--- src/rtl/vbrt_pkg.sv ---
// How it works
// - After defaults are restored the transmit identifier is hex AC (decimal 172).
// - The set-identifier command's byte is used in every later auto-formatted frame.
// - Identifier holds until defaults, warm restart, full restart or power cycle.
// - A reply whose first data byte equals the requested parameter is a single answer.
// - Replies whose data begins with C0 are multisection answers and are accepted too.
// - Every section is forwarded to the host unassembled; responders may interleave.
// - Wait for replies up to the timeout (default 1.5 s), else report no data.
// - Each reply restarts the timeout; the exchange ends after one quiet timeout.
// - Timeout is set in 100 ms steps from 0.1 s to 25.5 s.
// - Optional reply count 1 to F after data bytes returns after that many replies; a count of 0 sets no limit.
// - The get-single-message command behaves as a reply count of one.
// - Receive length is unlimited; auto-formatted transmit takes at most 21 data bytes.
// - The monitor-parameter command matches its argument against each first data byte.
// - Auto formatting prefixes the identifier and appends the checksum; else bytes go raw.
// - A host character aborts the operation after the current forwarded frame ends.
package vbrt_pkg;
    localparam logic [7:0] DEFAULT_ID = 8'hAC;
    localparam logic [7:0] DEFAULT_TIMEOUT = 8'h0F;
    localparam int STEP_MS = 100;
    localparam int CLK_HZ = 20_000_000;
    localparam int STEP_CYCLES = CLK_HZ / 1000 * STEP_MS;
    localparam logic [7:0] MULTI_SECTION_PID = 8'hC0;
    localparam logic [7:0] PARAM_REQUEST_PID = 8'h00;
    localparam logic [4:0] MAX_TX_DATA = 5'h15;
    localparam logic [3:0] SINGLE_REPLY = 4'h1;
    localparam int FIFO_DEPTH = 4;
    localparam int RX_WORD_W = 9;

    typedef enum logic [3:0] {
        CMD_NONE = 4'h0,
        CMD_SET_TX_IDENTIFIER = 4'h1,
        CMD_SET_REPLY_TIMEOUT = 4'h2,
        CMD_GET_SINGLE_MESSAGE = 4'h3,
        CMD_RESTORE_DEFAULTS = 4'h4,
        CMD_WARM_RESTART = 4'h5,
        CMD_FULL_RESTART = 4'h6,
        CMD_MONITOR_PARAMETER = 4'h7
    } vbrt_cmd_type;

    typedef enum logic [3:0] {
        ST_IDLE = 4'b0001,
        ST_SEND = 4'b0010,
        ST_WAIT = 4'b0100,
        ST_MON = 4'b1000
    } vbrt_state_type;
endpackage : vbrt_pkg

--- src/rtl/vbrt_timer_if.sv ---
`timescale 1ns/1ns
interface vbrt_timer_if;
    logic load;
    logic stop;
    logic [7:0] steps;
    logic expired;
    modport ctrl (output load, output stop, output steps, input expired);
    modport timer (input load, input stop, input steps, output expired);
endinterface : vbrt_timer_if

--- src/rtl/vbrt_top.sv ---
`timescale 1ns/1ns
module vbrt_top #(
    parameter int STEP_CYCLES = vbrt_pkg::STEP_CYCLES
) (
    input wire logic clk,
    input wire logic rstn,
    input wire logic cmdValid,
    input wire vbrt_pkg::vbrt_cmd_type cmdCode,
    input wire logic [7:0] cmdArg,
    input wire logic autoFormat,
    input wire logic txInValid,
    input wire logic [7:0] txInData,
    input wire logic txInLast,
    input wire logic replyCountValid,
    input wire logic [3:0] replyCount,
    output logic txInTaken,
    output logic txValid,
    output logic [7:0] txData,
    output logic txLast,
    input wire logic txReady,
    input wire logic rxValid,
    input wire logic [7:0] rxData,
    input wire logic rxEnd,
    output logic rxReady,
    input wire logic hostReady,
    output logic hostValid,
    output logic [7:0] hostMid,
    output logic [7:0] hostData,
    output logic hostLast,
    input wire logic hostChar,
    output logic busy,
    output logic done,
    output logic noData,
    output logic [7:0] txIdentifier,
    output logic [7:0] replyTimeout
);
    import vbrt_pkg::*;

    vbrt_state_type stQ, stD;
    logic [7:0] idQ, toQ, sumQ, paramQ, monParamQ, midQ, hostMidQ, hostDataQ;
    logic [7:0] txDataQ, chkQ;
    logic [4:0] dataCntQ;
    logic [3:0] countQ, repliesQ;
    logic [1:0] byteIdxQ;
    logic idPendQ, sumPendQ, fmtQ, anyQ, fwdQ, abortQ, takenQ, firstOutQ;
    logic txValidQ, txLastQ, hostValidQ, hostLastQ, busyQ, doneQ, noDataQ;
    logic fifoValid;
    logic [RX_WORD_W-1:0] fifoData;

    vbrt_timer_if tmrIf ();

    vbrt_timer #(.STEP_CYCLES(STEP_CYCLES)) u_timer (
        .clk(clk),
        .rstn(rstn),
        .tmr(tmrIf.timer)
    );

    // Bus bytes queue here so a slow host stalls the receiver, not the logic
    vbrt_fifo #(.WIDTH(RX_WORD_W), .DEPTH(FIFO_DEPTH)) u_rx_fifo (
        .clk(clk),
        .rstn(rstn),
        .inValid(rxValid),
        .inData({rxEnd, rxData}),
        .inReady(rxReady),
        .outValid(fifoValid),
        .outData(fifoData),
        .outReady(hostReady)
    );

    wire logic stIdle = stQ == ST_IDLE;
    wire logic stSend = stQ == ST_SEND;
    wire logic stWait = stQ == ST_WAIT;
    wire logic stMon = stQ == ST_MON;

    // Transmit side
    wire logic startReq = stIdle && txInValid && !takenQ;
    wire logic slotFree = !txValidQ || txReady;
    wire logic emitId = stSend && idPendQ && slotFree;
    wire logic takeByte = stSend && !idPendQ && !sumPendQ && txInValid && !takenQ && slotFree;
    wire logic capHit = fmtQ && dataCntQ == MAX_TX_DATA;
    wire logic emitByte = takeByte && !capHit;
    wire logic emitSum = stSend && sumPendQ && slotFree;
    wire logic [7:0] sumNeg = 8'(8'h00 - sumQ);
    wire logic enterWait = emitSum || (takeByte && txInLast && !fmtQ);

    // Command side; commands wait while an operation runs
    wire logic cmdTake = cmdValid && stIdle && !startReq;
    wire logic restoreCmd = cmdTake && (cmdCode == CMD_RESTORE_DEFAULTS
        || cmdCode == CMD_WARM_RESTART || cmdCode == CMD_FULL_RESTART);
    wire logic singleCmd = cmdTake && cmdCode == CMD_GET_SINGLE_MESSAGE;
    wire logic monCmd = cmdTake && cmdCode == CMD_MONITOR_PARAMETER;

    // Receive side: index 0 is the sender identifier, 1 the first data byte
    wire logic pop = fifoValid && hostReady;
    wire logic [7:0] rxByte = fifoData[7:0];
    wire logic rxLastByte = fifoData[8];
    wire logic firstData = pop && byteIdxQ == 2'd1;
    wire logic isReply = stWait && (anyQ || rxByte == paramQ || rxByte == MULTI_SECTION_PID);
    wire logic isMon = stMon && rxByte == monParamQ;
    wire logic matchNow = firstData && (isReply || isMon);
    wire logic fwdNow = matchNow || (pop && byteIdxQ == 2'd2 && fwdQ);
    wire logic replyEnd = fwdNow && rxLastByte && stWait;
    wire logic countHit = replyEnd && countQ != 4'h0 && repliesQ + 4'h1 == countQ;
    wire logic timedOut = stWait && tmrIf.expired && !replyEnd;
    wire logic abortNow = (stWait || stMon) && abortQ && !fwdQ && !fwdNow;
    wire logic finish = countHit || timedOut || abortNow;

    assign tmrIf.load = enterWait || singleCmd || (replyEnd && !countHit);
    assign tmrIf.stop = finish;
    assign tmrIf.steps = toQ;

    always_comb begin
        stD = stQ;
        unique case (stQ)
            ST_IDLE: begin
                if (startReq) begin
                    stD = ST_SEND;
                end else if (singleCmd) begin
                    stD = ST_WAIT;
                end else if (monCmd) begin
                    stD = ST_MON;
                end
            end
            ST_SEND: begin
                if (enterWait) begin
                    stD = ST_WAIT;
                end
            end
            ST_WAIT, ST_MON: begin
                if (finish) begin
                    stD = ST_IDLE;
                end
            end
        endcase
    end

    always_ff @(posedge clk or negedge rstn) begin
        if (!rstn) begin
            stQ <= ST_IDLE;
            busyQ <= 1'b0;
            doneQ <= 1'b0;
            noDataQ <= 1'b0;
        end else begin
            stQ <= stD;
            busyQ <= stD != ST_IDLE;
            doneQ <= finish;
            noDataQ <= timedOut && repliesQ == 4'h0;
        end
    end

    // Settings live only in flops, so any restart brings back the defaults
    always_ff @(posedge clk or negedge rstn) begin
        if (!rstn) begin
            idQ <= DEFAULT_ID;
            toQ <= DEFAULT_TIMEOUT;
        end else if (restoreCmd) begin
            idQ <= DEFAULT_ID;
            toQ <= DEFAULT_TIMEOUT;
        end else if (cmdTake && cmdCode == CMD_SET_TX_IDENTIFIER) begin
            idQ <= cmdArg;
        end else if (cmdTake && cmdCode == CMD_SET_REPLY_TIMEOUT && cmdArg != 8'h00) begin
            toQ <= cmdArg;
        end
    end

    always_ff @(posedge clk or negedge rstn) begin
        if (!rstn) begin
            fmtQ <= 1'b0;
            idPendQ <= 1'b0;
            sumPendQ <= 1'b0;
            sumQ <= 8'h00;
            dataCntQ <= 5'h00;
            paramQ <= 8'h00;
            takenQ <= 1'b0;
        end else begin
            takenQ <= takeByte;
            if (startReq) begin
                fmtQ <= autoFormat;
                idPendQ <= autoFormat;
                sumPendQ <= 1'b0;
                sumQ <= idQ;
                dataCntQ <= 5'h00;
            end else begin
                idPendQ <= idPendQ && !emitId;
                sumPendQ <= (sumPendQ && !emitSum) || (takeByte && txInLast && fmtQ);
                if (emitByte) begin
                    sumQ <= 8'(sumQ + txInData);
                    dataCntQ <= dataCntQ + 5'h01;
                end
            end
            // A leading parameter-request byte means the next byte names it
            if (emitByte && (dataCntQ == 5'h00
                || (dataCntQ == 5'h01 && paramQ == PARAM_REQUEST_PID))) begin
                paramQ <= txInData;
            end
        end
    end

    always_ff @(posedge clk or negedge rstn) begin
        if (!rstn) begin
            txValidQ <= 1'b0;
            txDataQ <= 8'h00;
            txLastQ <= 1'b0;
        end else if (emitId || emitByte || emitSum) begin
            txValidQ <= 1'b1;
            txDataQ <= emitId ? idQ : (emitSum ? sumNeg : txInData);
            txLastQ <= emitSum || (emitByte && txInLast && !fmtQ);
        end else if (txReady) begin
            txValidQ <= 1'b0;
        end
    end

    always_ff @(posedge clk or negedge rstn) begin
        if (!rstn) begin
            countQ <= 4'h0;
            repliesQ <= 4'h0;
            anyQ <= 1'b0;
            monParamQ <= 8'h00;
            abortQ <= 1'b0;
        end else begin
            abortQ <= (!stIdle && hostChar) || (abortQ && !stIdle && !finish);
            if (startReq) begin
                countQ <= replyCountValid ? replyCount : 4'h0;
                repliesQ <= 4'h0;
                anyQ <= 1'b0;
            end else if (singleCmd) begin
                countQ <= SINGLE_REPLY;
                repliesQ <= 4'h0;
                anyQ <= 1'b1;
            end else if (replyEnd && repliesQ != 4'hF) begin
                repliesQ <= repliesQ + 4'h1;
            end
            if (monCmd) begin
                monParamQ <= cmdArg;
            end
        end
    end

    always_ff @(posedge clk or negedge rstn) begin
        if (!rstn) begin
            byteIdxQ <= 2'd0;
            fwdQ <= 1'b0;
            midQ <= 8'h00;
            hostValidQ <= 1'b0;
            hostMidQ <= 8'h00;
            hostDataQ <= 8'h00;
            hostLastQ <= 1'b0;
        end else begin
            hostValidQ <= fwdNow;
            if (pop) begin
                byteIdxQ <= rxLastByte ? 2'd0 : (byteIdxQ == 2'd2 ? 2'd2 : byteIdxQ + 2'd1);
                fwdQ <= rxLastByte ? 1'b0 : (firstData ? matchNow : fwdQ);
                midQ <= byteIdxQ == 2'd0 ? rxByte : midQ;
            end
            if (fwdNow) begin
                hostMidQ <= midQ;
                hostDataQ <= rxByte;
                hostLastQ <= rxLastByte;
            end
        end
    end

    assign txInTaken = takenQ;
    assign txValid = txValidQ;
    assign txData = txDataQ;
    assign txLast = txLastQ;
    assign hostValid = hostValidQ;
    assign hostMid = hostMidQ;
    assign hostData = hostDataQ;
    assign hostLast = hostLastQ;
    assign busy = busyQ;
    assign done = doneQ;
    assign noData = noDataQ;
    assign txIdentifier = idQ;
    assign replyTimeout = toQ;

    // Helper state for the checks: running sum, first-byte marker and count of sent bytes
    // Counted on the transmitter side, so the cap is judged by what left, not by dataCntQ
    wire logic txFire = txValidQ && txReady;
    logic [4:0] sentCntQ;
    always_ff @(posedge clk or negedge rstn) begin
        if (!rstn) begin
            chkQ <= 8'h00;
            firstOutQ <= 1'b1;
            sentCntQ <= 5'h00;
        end else if (txFire) begin
            chkQ <= txLastQ ? 8'h00 : 8'(chkQ + txDataQ);
            firstOutQ <= txLastQ;
            sentCntQ <= txLastQ ? 5'h00 : 5'(sentCntQ + 5'h01);
        end
    end

    a_restore_id: assert property (@(posedge clk) disable iff (!rstn)
        restoreCmd |=> idQ == DEFAULT_ID && toQ == DEFAULT_TIMEOUT)
        else $error("restore did not bring back default identifier");
    a_set_id: assert property (@(posedge clk) disable iff (!rstn)
        cmdTake && cmdCode == CMD_SET_TX_IDENTIFIER |=> idQ == $past(cmdArg))
        else $error("identifier not taken from command");
    a_id_stable: assert property (@(posedge clk) disable iff (!rstn)
        $changed(idQ) |-> $past(cmdTake))
        else $error("identifier changed without a command");
    a_first_id: assert property (@(posedge clk) disable iff (!rstn)
        txFire && firstOutQ && fmtQ |-> txDataQ == idQ)
        else $error("formatted frame does not open with identifier");
    a_sum_zero: assert property (@(posedge clk) disable iff (!rstn)
        txFire && txLastQ && fmtQ |-> 8'(chkQ + txDataQ) == 8'h00)
        else $error("formatted frame does not sum to zero");
    a_tx_cap: assert property (@(posedge clk) disable iff (!rstn)
        txFire && txLastQ && fmtQ |-> sentCntQ <= 5'(MAX_TX_DATA + 5'h01))
        else $error("more than the allowed data bytes sent");
    a_reply_fwd: assert property (@(posedge clk) disable iff (!rstn)
        firstData && stWait && rxByte == MULTI_SECTION_PID
        |=> hostValidQ && hostDataQ == MULTI_SECTION_PID)
        else $error("multisection reply not forwarded");
    a_mon_match: assert property (@(posedge clk) disable iff (!rstn)
        firstData && stMon |=> hostValidQ == ($past(rxByte) == monParamQ))
        else $error("monitor match on first data byte wrong");
    a_no_data: assert property (@(posedge clk) disable iff (!rstn)
        timedOut && repliesQ == 4'h0 |=> noDataQ && doneQ && stIdle)
        else $error("timeout without replies did not report no data");
    a_reply_rearm: assert property (@(posedge clk) disable iff (!rstn)
        replyEnd && !countHit && !abortQ |=> stWait ##1 !tmrIf.expired)
        else $error("reply did not keep the wait running");
    a_count_stop: assert property (@(posedge clk) disable iff (!rstn)
        countHit |=> doneQ && !noDataQ && stIdle)
        else $error("reply count reached but wait continued");
    a_single: assert property (@(posedge clk) disable iff (!rstn)
        singleCmd |=> stWait && countQ == SINGLE_REPLY)
        else $error("single-message command did not arm one reply");
    a_abort: assert property (@(posedge clk) disable iff (!rstn)
        abortNow |=> stIdle ##0 doneQ)
        else $error("abort did not end the operation");
endmodule : vbrt_top

--- src/rtl/vbrt_timer.sv ---
`timescale 1ns/1ns
module vbrt_timer #(
    parameter int STEP_CYCLES = vbrt_pkg::STEP_CYCLES
) (
    input wire logic clk,
    input wire logic rstn,
    vbrt_timer_if.timer tmr
);
    import vbrt_pkg::*;
    logic [31:0] preQ;
    logic [7:0] leftQ;
    logic runQ;
    logic expQ;
    wire logic stepDone = preQ == 32'(STEP_CYCLES - 1);
    wire logic lastStep = runQ && stepDone && leftQ == 8'h01;

    always_ff @(posedge clk or negedge rstn) begin
        if (!rstn) begin
            preQ <= 32'h0;
            leftQ <= 8'h00;
            runQ <= 1'b0;
            expQ <= 1'b0;
        end else begin
            expQ <= lastStep && !tmr.load && !tmr.stop;
            if (tmr.load) begin
                preQ <= 32'h0;
                leftQ <= tmr.steps;
                runQ <= 1'b1;
            end else if (tmr.stop || lastStep) begin
                runQ <= 1'b0;
            end else if (runQ) begin
                preQ <= stepDone ? 32'h0 : preQ + 32'h1;
                leftQ <= stepDone ? leftQ - 8'h01 : leftQ;
            end
        end
    end
    assign tmr.expired = expQ;

    a_load_restarts: assert property (@(posedge clk) disable iff (!rstn)
        tmr.load |=> !tmr.expired ##0 leftQ == $past(tmr.steps))
        else $error("timer load did not restart the count");
endmodule : vbrt_timer

--- src/rtl/vbrt_fifo.sv ---
`timescale 1ns/1ns
module vbrt_fifo #(
    parameter int WIDTH = vbrt_pkg::RX_WORD_W,
    parameter int DEPTH = vbrt_pkg::FIFO_DEPTH
) (
    input wire logic clk,
    input wire logic rstn,
    input wire logic inValid,
    input wire logic [WIDTH-1:0] inData,
    output logic inReady,
    output logic outValid,
    output logic [WIDTH-1:0] outData,
    input wire logic outReady
);
    localparam int AW = $clog2(DEPTH);
    localparam int CW = $clog2(DEPTH + 1);
    logic [WIDTH-1:0] memQ [DEPTH];
    logic [AW-1:0] wrQ;
    logic [AW-1:0] rdQ;
    logic [CW-1:0] cntQ;
    logic [CW-1:0] cntD;
    logic notFullQ;
    wire logic push = inValid && notFullQ;
    wire logic pop = outReady && cntQ != '0;

    assign cntD = push && !pop ? cntQ + CW'(1) : (pop && !push ? cntQ - CW'(1) : cntQ);

    always_ff @(posedge clk or negedge rstn) begin
        if (!rstn) begin
            wrQ <= '0;
            rdQ <= '0;
            cntQ <= '0;
            notFullQ <= 1'b1;
        end else begin
            wrQ <= push ? AW'(wrQ + AW'(1)) : wrQ;
            rdQ <= pop ? AW'(rdQ + AW'(1)) : rdQ;
            cntQ <= cntD;
            notFullQ <= cntD != CW'(DEPTH);
        end
    end

    // Storage carries no reset; only the pointers define contents
    always_ff @(posedge clk) begin
        if (push) begin
            memQ[wrQ] <= inData;
        end
    end

    assign inReady = notFullQ;
    assign outValid = cntQ != '0;
    assign outData = memQ[rdQ];

    a_fifo_full: assert property (@(posedge clk) disable iff (!rstn)
        notFullQ == (cntQ != CW'(DEPTH)))
        else $error("fifo full flag disagrees with count");
endmodule : vbrt_fifo

--- config.mk ---
export PLATFORM = sky130hd
export DESIGN_NAME = vbrt_top
export DESIGN_NICKNAME = d
export VERILOG_FILES = /design/src/rtl/vbrt_pkg.sv /design/src/rtl/vbrt_timer_if.sv /design/src/rtl/vbrt_top.sv /design/src/rtl/vbrt_timer.sv /design/src/rtl/vbrt_fifo.sv
export SDC_FILE = /design/constraint.sdc
export NUM_CORES = 1
export LEC_CHECK = 0
export BUFFER_PORTS_ARGS = -buffer_cell sky130_fd_sc_hd__clkbuf_2
export CAP_MARGIN = 20
export CORE_MARGIN = 2
export CORE_UTILIZATION = 56
export CTS_CLUSTER_SIZE = 14
export DETAILED_ROUTE_END_ITERATION = 8
export PLACE_DENSITY = 0.76
export SYNTH_ARGS = -nofsm -noshare
export SYNTH_HDL_FRONTEND = slang
export SYNTH_HIERARCHICAL = 1
export SYNTH_SLANG_ARGS = --single-unit
--- constraint.sdc ---
create_clock -name clk -period 5.2 [get_ports clk]
set_input_delay 0.26 -clock clk [delete_from_list [all_inputs] [get_ports clk]]
set_output_delay 0.26 -clock clk [all_outputs]
set_load 0.01 [all_outputs]
# [Word-level counts from Yosys, hierarchy flattened]
# Memory sizes are Yosys's and may differ from the RTL's.
# Index checks and enable logic that the tools add are counted.
# Widths: inputs -> output; s select.
[op_classes] add_sub_neg=11 mul=0 n_div=0 n_lt_le_gt_ge=0 eq_ne=26 shift=0 mux=47 bitwise=0 reduce_logical=120
[op_table] operator="$mux 32" count=4
[op_table] operator="$mux 8" count=13
[op_table] operator="$logic_and 1x1->1" count=59
[op_table] operator="$mux 4" count=11
[op_table] operator="$add 32x1->32 const B" count=1
[op_table] operator="$eq 32x21->1 const B" count=1
[op_table] operator="$eq 4x3->1 const B" count=5
[op_table] operator="$logic_or 1x1->1" count=20
[op_table] operator="$logic_not 1->1" count=18
[op_table] operator="$reduce_bool 2->1" count=9
[op_table] operator="$eq 8x8->1" count=2
[op_table] operator="$eq 4x2->1 const B" count=3
[op_table] operator="$mux 1" count=12
[op_table] operator="$pmux 4 s3" count=1
[op_table] operator="$mux 5" count=2
[op_table] operator="$add 8x8->8" count=1
[op_table] operator="$eq 4x1->1 const B" count=2
[op_table] operator="$eq 8x1->1 const B" count=1
[op_table] operator="$eq 8x8->1 const B" count=1
[op_table] operator="$logic_not 8->1" count=1
[op_table] operator="$reduce_and 2->1" count=4
[op_table] operator="$reduce_bool 8->1" count=1
[op_table] operator="$sub 1x8->8 const A" count=1
[op_table] operator="$sub 8x1->8 const B" count=1
[op_table] operator="25 further kinds" count=30
[word_totals] regBits=155 latchBits=0 mem_bits_rw=36 mem_bits_ro=0 inputBits=44 output_inout_bits=49 word_cells=241 n_memories=1
[memory_table] memory="u_rx_fifo.memQ" words=4 width=9 rd=1 rd_clocked_by_memory_dff=0 wr=1 line="vbrt_fifo.sv:17" text="logic [WIDTH-1:0] memQ [DEPTH];"

# [Logic depth before layout (Yosys ltp)]
# An unclocked memory read counts as a cell.
[depth] word_depth=18 depth_mapped=16 mapped_depth_nobuf=14

# [By module]
# Netlist, hierarchy kept.
[modules_own_cells] mod="vbrt_top" n_inst=1 cells_each=499 area_each_um2=5386.4 seq_area_each_um2=2638.8
[modules_own_cells] mod="vbrt_timer" n_inst=1 cells_each=275 area_each_um2=2414.8 seq_area_each_um2=1051.0
[modules_own_cells] mod="vbrt_fifo" n_inst=1 cells_each=98 area_each_um2=1840.5 seq_area_each_um2=1282.5

# [Worst setup path before layout]
# Ideal clock, no wire load.
[synth_timing] path_kind="register to register" start="register u_rx_fifo.rdQ[0]" end="register u_timer.preQ[19]" setup_ns=0.126 arrival_ns=3.479 required_time_ns=5.074 path_slack_ns=1.595 stages_incl_launch_ff=17 path_buffers=4 synth_period_minus_slack_ns=3.605 cell_sequence="dfrtp_1 buf_4 mux4_2 xor2_1 nor4_1 a21oi_1 o211a_2 nor2_4 and3_1 a211o_1 clkbuf_1 inv_1 a31o_4 buf_6 buf_8 o21ai_1 o31ai_1"
[synth_between] elab_chain_len=17 word_cells_on_any_way=29 cone_classes="4 x eq/ne; 1 x mux; 23 x reduce/logical; 1 x memory"
[synth_rtl] item="start, declared" line="vbrt_fifo.sv:19" text="logic [AW-1:0] rdQ;"
[synth_rtl] item="start signal, assigned" line="vbrt_fifo.sv:36" text="rdQ <= pop ? AW'(rdQ + AW'(1)) : rdQ;"
[synth_rtl] item="$mem_v2 4x9 (*)"
[synth_rtl] item="via fifoData[3]" line="vbrt_top.sv:48" text="logic [RX_WORD_W-1:0] fifoData;"
[synth_rtl] item="$eq 8x8->1" line="vbrt_top.sv:98" text="wire logic isReply = stWait && (anyQ || rxByte == paramQ || rxByte == MULTI_SECTION_PID);"
[synth_rtl] item="$logic_or 1x1->1 (2 in series)" line="vbrt_top.sv:98"
[synth_rtl] item="$logic_and 1x1->1" line="vbrt_top.sv:98"
[synth_rtl] item="$logic_or 1x1->1 (*)" line="vbrt_top.sv:100" text="wire logic matchNow = firstData && (isReply || isMon);"
[synth_rtl] item="$logic_and 1x1->1 (*)" line="vbrt_top.sv:100"
[synth_rtl] item="$logic_or 1x1->1 (*)" line="vbrt_top.sv:101" text="wire logic fwdNow = matchNow || (pop && byteIdxQ == 2'd2 && fwdQ);"
[synth_rtl] item="$logic_and 1x1->1 (*) (2 in series)" line="vbrt_top.sv:102" text="wire logic replyEnd = fwdNow && rxLastByte && stWait;"
[synth_rtl] item="$logic_and 1x1->1 (2 in series)" line="vbrt_top.sv:103" text="wire logic countHit = replyEnd && countQ != 4'h0 && repliesQ + 4'h1 == countQ;"
[synth_rtl] item="$logic_not 1->1" line="vbrt_top.sv:108" text="assign tmrIf.load = enterWait || singleCmd || (replyEnd && !countHit);"
[synth_rtl] item="$logic_and 1x1->1 (*)" line="vbrt_top.sv:108"
[synth_rtl] item="$logic_or 1x1->1 (*)" line="vbrt_top.sv:108"
[synth_rtl] item="via tmrIf.load" line="vbrt_timer_if.sv:3" text="logic load;"
[synth_rtl] item="$ne 2x1->1 (no line) or $reduce_bool 2->1 (tied branches)"
[synth_rtl] item="$reduce_and 2->1 (no line)"
[synth_rtl] item="end signal, assigned" line="vbrt_timer.sv:32" text="preQ <= stepDone ? 32'h0 : preQ + 32'h1;"
[synth_rtl] item="end, declared" line="vbrt_timer.sv:10" text="logic [31:0] preQ;"
# The timed path passes the listed nets; every way through them passes the cells marked *.
# A chain may end at the register's enable or synchronous reset.

# [Final worst setup path]
[layout_timing] start="register u_rx_fifo.rdQ[0]" end="register u_timer.preQ[31]"
[layout_between] elab_chain_len=17 word_cells_on_any_way=29 cone_classes="4 x eq/ne; 1 x mux; 23 x reduce/logical; 1 x memory"
[layout_rtl] item="$mem_v2 4x9 (*)"
[layout_rtl] item="via fifoData[6]" line="vbrt_top.sv:48"
[layout_rtl] item="$eq 8x8->1" line="vbrt_top.sv:98"
[layout_rtl] item="$logic_or 1x1->1 (2 in series)" line="vbrt_top.sv:98"
[layout_rtl] item="$logic_and 1x1->1" line="vbrt_top.sv:98"
[layout_rtl] item="$logic_or 1x1->1 (*)" line="vbrt_top.sv:100"
[layout_rtl] item="$logic_and 1x1->1 (*)" line="vbrt_top.sv:100"
[layout_rtl] item="$logic_or 1x1->1 (*)" line="vbrt_top.sv:101"
[layout_rtl] item="$logic_and 1x1->1 (2 in series)" line="vbrt_top.sv:102"
[layout_rtl] item="$logic_and 1x1->1 or $logic_not 1->1 (tied branches)" line="vbrt_top.sv:103, vbrt_top.sv:104"
[layout_rtl] item="$logic_and 1x1->1, on equally long branches" line="vbrt_top.sv:103, vbrt_top.sv:104"
[layout_rtl] item="$logic_or 1x1->1" line="vbrt_top.sv:106" text="wire logic finish = countHit || timedOut || abortNow;"
[layout_rtl] item="$logic_or 1x1->1 (*)" line="vbrt_top.sv:106"
[layout_rtl] item="via finish" line="vbrt_top.sv:106"
[layout_rtl] item="$logic_or 1x1->1 (*)" line="vbrt_timer.sv:29" text="end else if (tmr.stop || lastStep) begin"
[layout_rtl] item="$ne 2x1->1 (no line) (*)"
[layout_rtl] item="$reduce_and 2->1 (no line) (*)"
# Marks and branches as above.

==> summary.txt <==
Setup path
  – Internal reg-to-reg setup slack: 630 ps
  – CP Buf/Inv Count: 1
  – Top delay family on crit path: simple AND/OR/NAND/NOR gates
  – Critical Path Stages: 13
  – Worst Setup Start Kind: flop
  – Maximum fanout along the worst path: 22
  – Crit path DAT: 4920 ps
  – Critical path data required time: 5540 ps
  – Worst path max stage delay: 760 ps
  – CP cell instances: mux4_2 -> xor2_1 -> nor4_1 -> nand4_1 -> o211a_2 -> nor2_4 -> buf_4 -> a21oi_1 -> nand2b_1 -> nor2b_1 -> nand2_1 -> or3_1 -> o21ai_0
  – Critical Setup Path Class: reg2reg
  – Worst R2R Path Depth: 13
  – Crit path capture type: flop
  – Slowest cell on crit path: dfrtp_1

Yosys
  – Syn_area_per_cell: 11.1 um^2
  – Area share of the largest cell type after synthesis: 0.376
  – Synth Area in Adders: 0.0358
  – Seq/Total Area, Yosys: 0.516
  – Register bit total from synthesis: 191
  – Simple-gate area share of the yosys netlist: 0.179
  – Number of synthesized flops with an enable pin: 36
  – Netlist cell types: 76
  – Post-synthesis mux area share: 0.0888
  – Post-synthesis compound-gate area fraction: 0.110
  – Async set-reset flop share out of synthesis: 0.812
  – Yosys warnings: 6
  – Largest family of logic cells by synthesized area: simple AND/OR/NAND/NOR gates
  – Xor/xnor share of the synthesized area: 0.0436
  – Ys flop type: dfrtp_1
  – Yosys top cell by area: dfrtp_1
  – Cell area after synthesis: 9640 um^2
  – Synth Net Count: 943
  – Syn Inst Count: 872
  – Ranking of synthesized cells by area: dfrtp_1 (38%), edfxtp_1 (11%), mux2_2 (5.8%), nand2_1 (3.8%), ha_1 (3.4%)

Floorplanning
  – Area of the die: 18300 um^2
  – Die X: 135 um
  – Die H: 135 um
  – Starting Density: 0.577
  – Core Region: 16700 um^2
  – I/O pins: 93
  – Rows: 47

Min path
  – Min-delay worst type: in2reg
  – Worst hold path depth: 1

Global routing
  – GRT overflow: 0
  – GRT Util Overall: 0.258
  – Initial antenna violation count: 0
  – Vias in the first global route: 7119
  – Pin count of the biggest net entering global routing: 104
  – First-pass GRT wire length: 37000 um

Place
  – Gp weighted congestion: 0.853
  – Hpwl dp: 15700 um
  – DP Area: 10300 um^2
  – IO Port Bufs: 92

Layout
  – Most frequent cells in the layout: dfrtp_1 (145), nand2_1 (98), clkbuf_2 (91)
  – Diode count: 0
  – # nets final: 1035
  – Area Growth Syn to Fin: 13.2%
  – Share of cells above drive strength 1: 0.227
  – Most common cell after layout, fill and taps aside: dfrtp_1
  – FILL cells: 1331
  – Fin area: 10900 um^2

Routing
  – DR iter-0 viols: 482
  – Residual DRC: 0
  – WL/cell: 18.7 um
  – Vias per inst: 6.04
  – WL final: 22400 um
  – Vias: 7224
  – DRT Pass-1 Iters: 5
  – ANT nets after route: 0

Clock tree
  – Post_cts resized: 0
  – CTS buffer count: 17
  – CTS tree: yes
  – CTS clk-pin slew, worst paths: 80 ps
  – CTS root buf: clkbuf_16
  – Max H-tree Level: 4
  – Clk_lat worst skew: 430 ps
  – CTS max path bufs: 2
  – # clock sinks: 191

Timing
  – Final Max Slew Viols: 0
  – Fin crit period: 4570 ps
  – RSZ-0062 raised after global routing: no
  – Final Hold Vio Count: 0
  – Tcrit/Tclk final: 0.880
  – Worst-Margin Slew: 950 ps
  – Relative slew margins: 0.366
  – Post-Route Skew: 13.3 ps
  – Setup violators final: 0
  – Max Clock Freq: 0.219 GHz
  – Setup Total Neg Slack: 0 ps

Power and ir drop
  – VDD IR max: 0.000331 V
  – Lkg Pwr: 4.89 nW
  – PwrDens: 523 nW/um^2

Run status
  – Outcome: finished clean

Job
  – Max-cap violations: 0
-- stage by stage --
stage / power (mW) / instances / utilization / hold WS (ps) / setup slack, ps
finish: 5.71 / 1197 / 0.654 / 45.1 / 626
global route: 6.06 / 1197 / 0.654 / 46.5 / 190
CTS: 5.73 / 1197 / 0.654 / 29.0 / 666
detailed placement: 4.32 / 1164 / 0.615 / 449 / 729
global placement: 4.25 / 1164 / 0.615 / 446 / 821
floorplan: 3.78 / 872 / - / -35.6 / 1590
-- layout make-up --
type / count / area, um^2 / share of cell area
clock buffers: 18 / 450 / 0.0413
flip-flops and latches: 191 / 4970 / 0.456
clock inverters: 14 / 188 / 0.0172
inverters: 25 / 93.8 / 0.00860
repair buffers: 100 / 529 / 0.0485
well taps: 220 / 275 / 0.0252
multi-input cells: 629 / 4410 / 0.404
-- report_power, final --
group          switching [mW]  internal [mW]  total, mW
Clock                   0.618          0.765       1.38
Sequential              0.432           1.97       2.41
Combinational            1.08          0.845       1.92
Total                    2.13           3.58       5.71
-- path summary, 6_finish.rpt --
check                                       endpoint             start
min in group asynchronous                hostData[1]              rstn
worst min register to register      u_timer/preQ[20]  u_timer/preQ[20]
worst max-delay path                u_timer/preQ[31]  u_rx_fifo/rdQ[0]
worst max register to register      u_timer/preQ[31]  u_rx_fifo/rdQ[0]
worst min-delay path            u_rx_fifo/memQ[0][0]         rxData[0]
max in group asynchronous           u_timer/leftQ[6]              rstn
-- logic make-up (layout without fill, tap and decap cells) --
logic type / after synthesis / after routing
and+or+nand+nor: 327 / 327
DFF: 191 / 191
AOI/OAI and AO/OA: 159 / 159
muxes: 68 / 68
buffers and inverters: 52 / 157
xor gates and xnor gates: 48 / 48
adders and majority gates: 27 / 27
-- synthesized netlist by cell type, drive strengths merged, types with 3 or more instances --
master / number
a211o: 3
a21o: 3
a21oi: 28
a221o: 4
a22o: 4
a22oi: 4
a31oi: 27
and3: 13
and4: 5
and4b: 3
buf: 17
clkbuf: 10
dfrtp: 145
dfstp: 10
edfxtp: 36
ha: 26
inv: 25
mux2: 50
mux2i: 9
mux4: 9
nand2: 102
nand2b: 12
nand3: 35
nand3b: 5
nand4: 19
nand4b: 3
nor2: 63
nor2b: 9
nor3: 23
nor4: 15
nor4b: 6
o211ai: 3
o21ai: 49
o311ai: 3
o31ai: 14
or3: 6
xnor2: 12
xor2: 36
-- sequential cells by signal, summed over array words and instances, names as in the netlist, 3 cells and up --
register / count
txData: 8
dataCntQ: 5
u_timer/leftQ: 8
stQ: 4
txIdentifier: 8
u_rx_fifo/memQ: 36
hostMid: 8
monParamQ: 8
countQ: 4
paramQ: 8
repliesQ: 4
hostData: 8
sumQ: 8
u_rx_fifo/cntQ: 3
u_timer/preQ: 32
midQ: 8
replyTimeout: 8
-- layer usage --
layer / vias to the layer above / global-route usage / share of wire
met5: - / 0 / 0
met4: 0 / 0.0775 / 0.021
met3: 32 / 0.0490 / 0.049
met2: 213 / 0.418 / 0.48
met1: 3587 / 0.358 / 0.45
li1: 3392 / - / -
-- what timing repair did --
item | in CTS | in global routing
setup buffers | 0 | 0
hold buffers | 1 | 0
hold endpoints to repair | 43 | 0
Power figures use the tool's default switching activity.
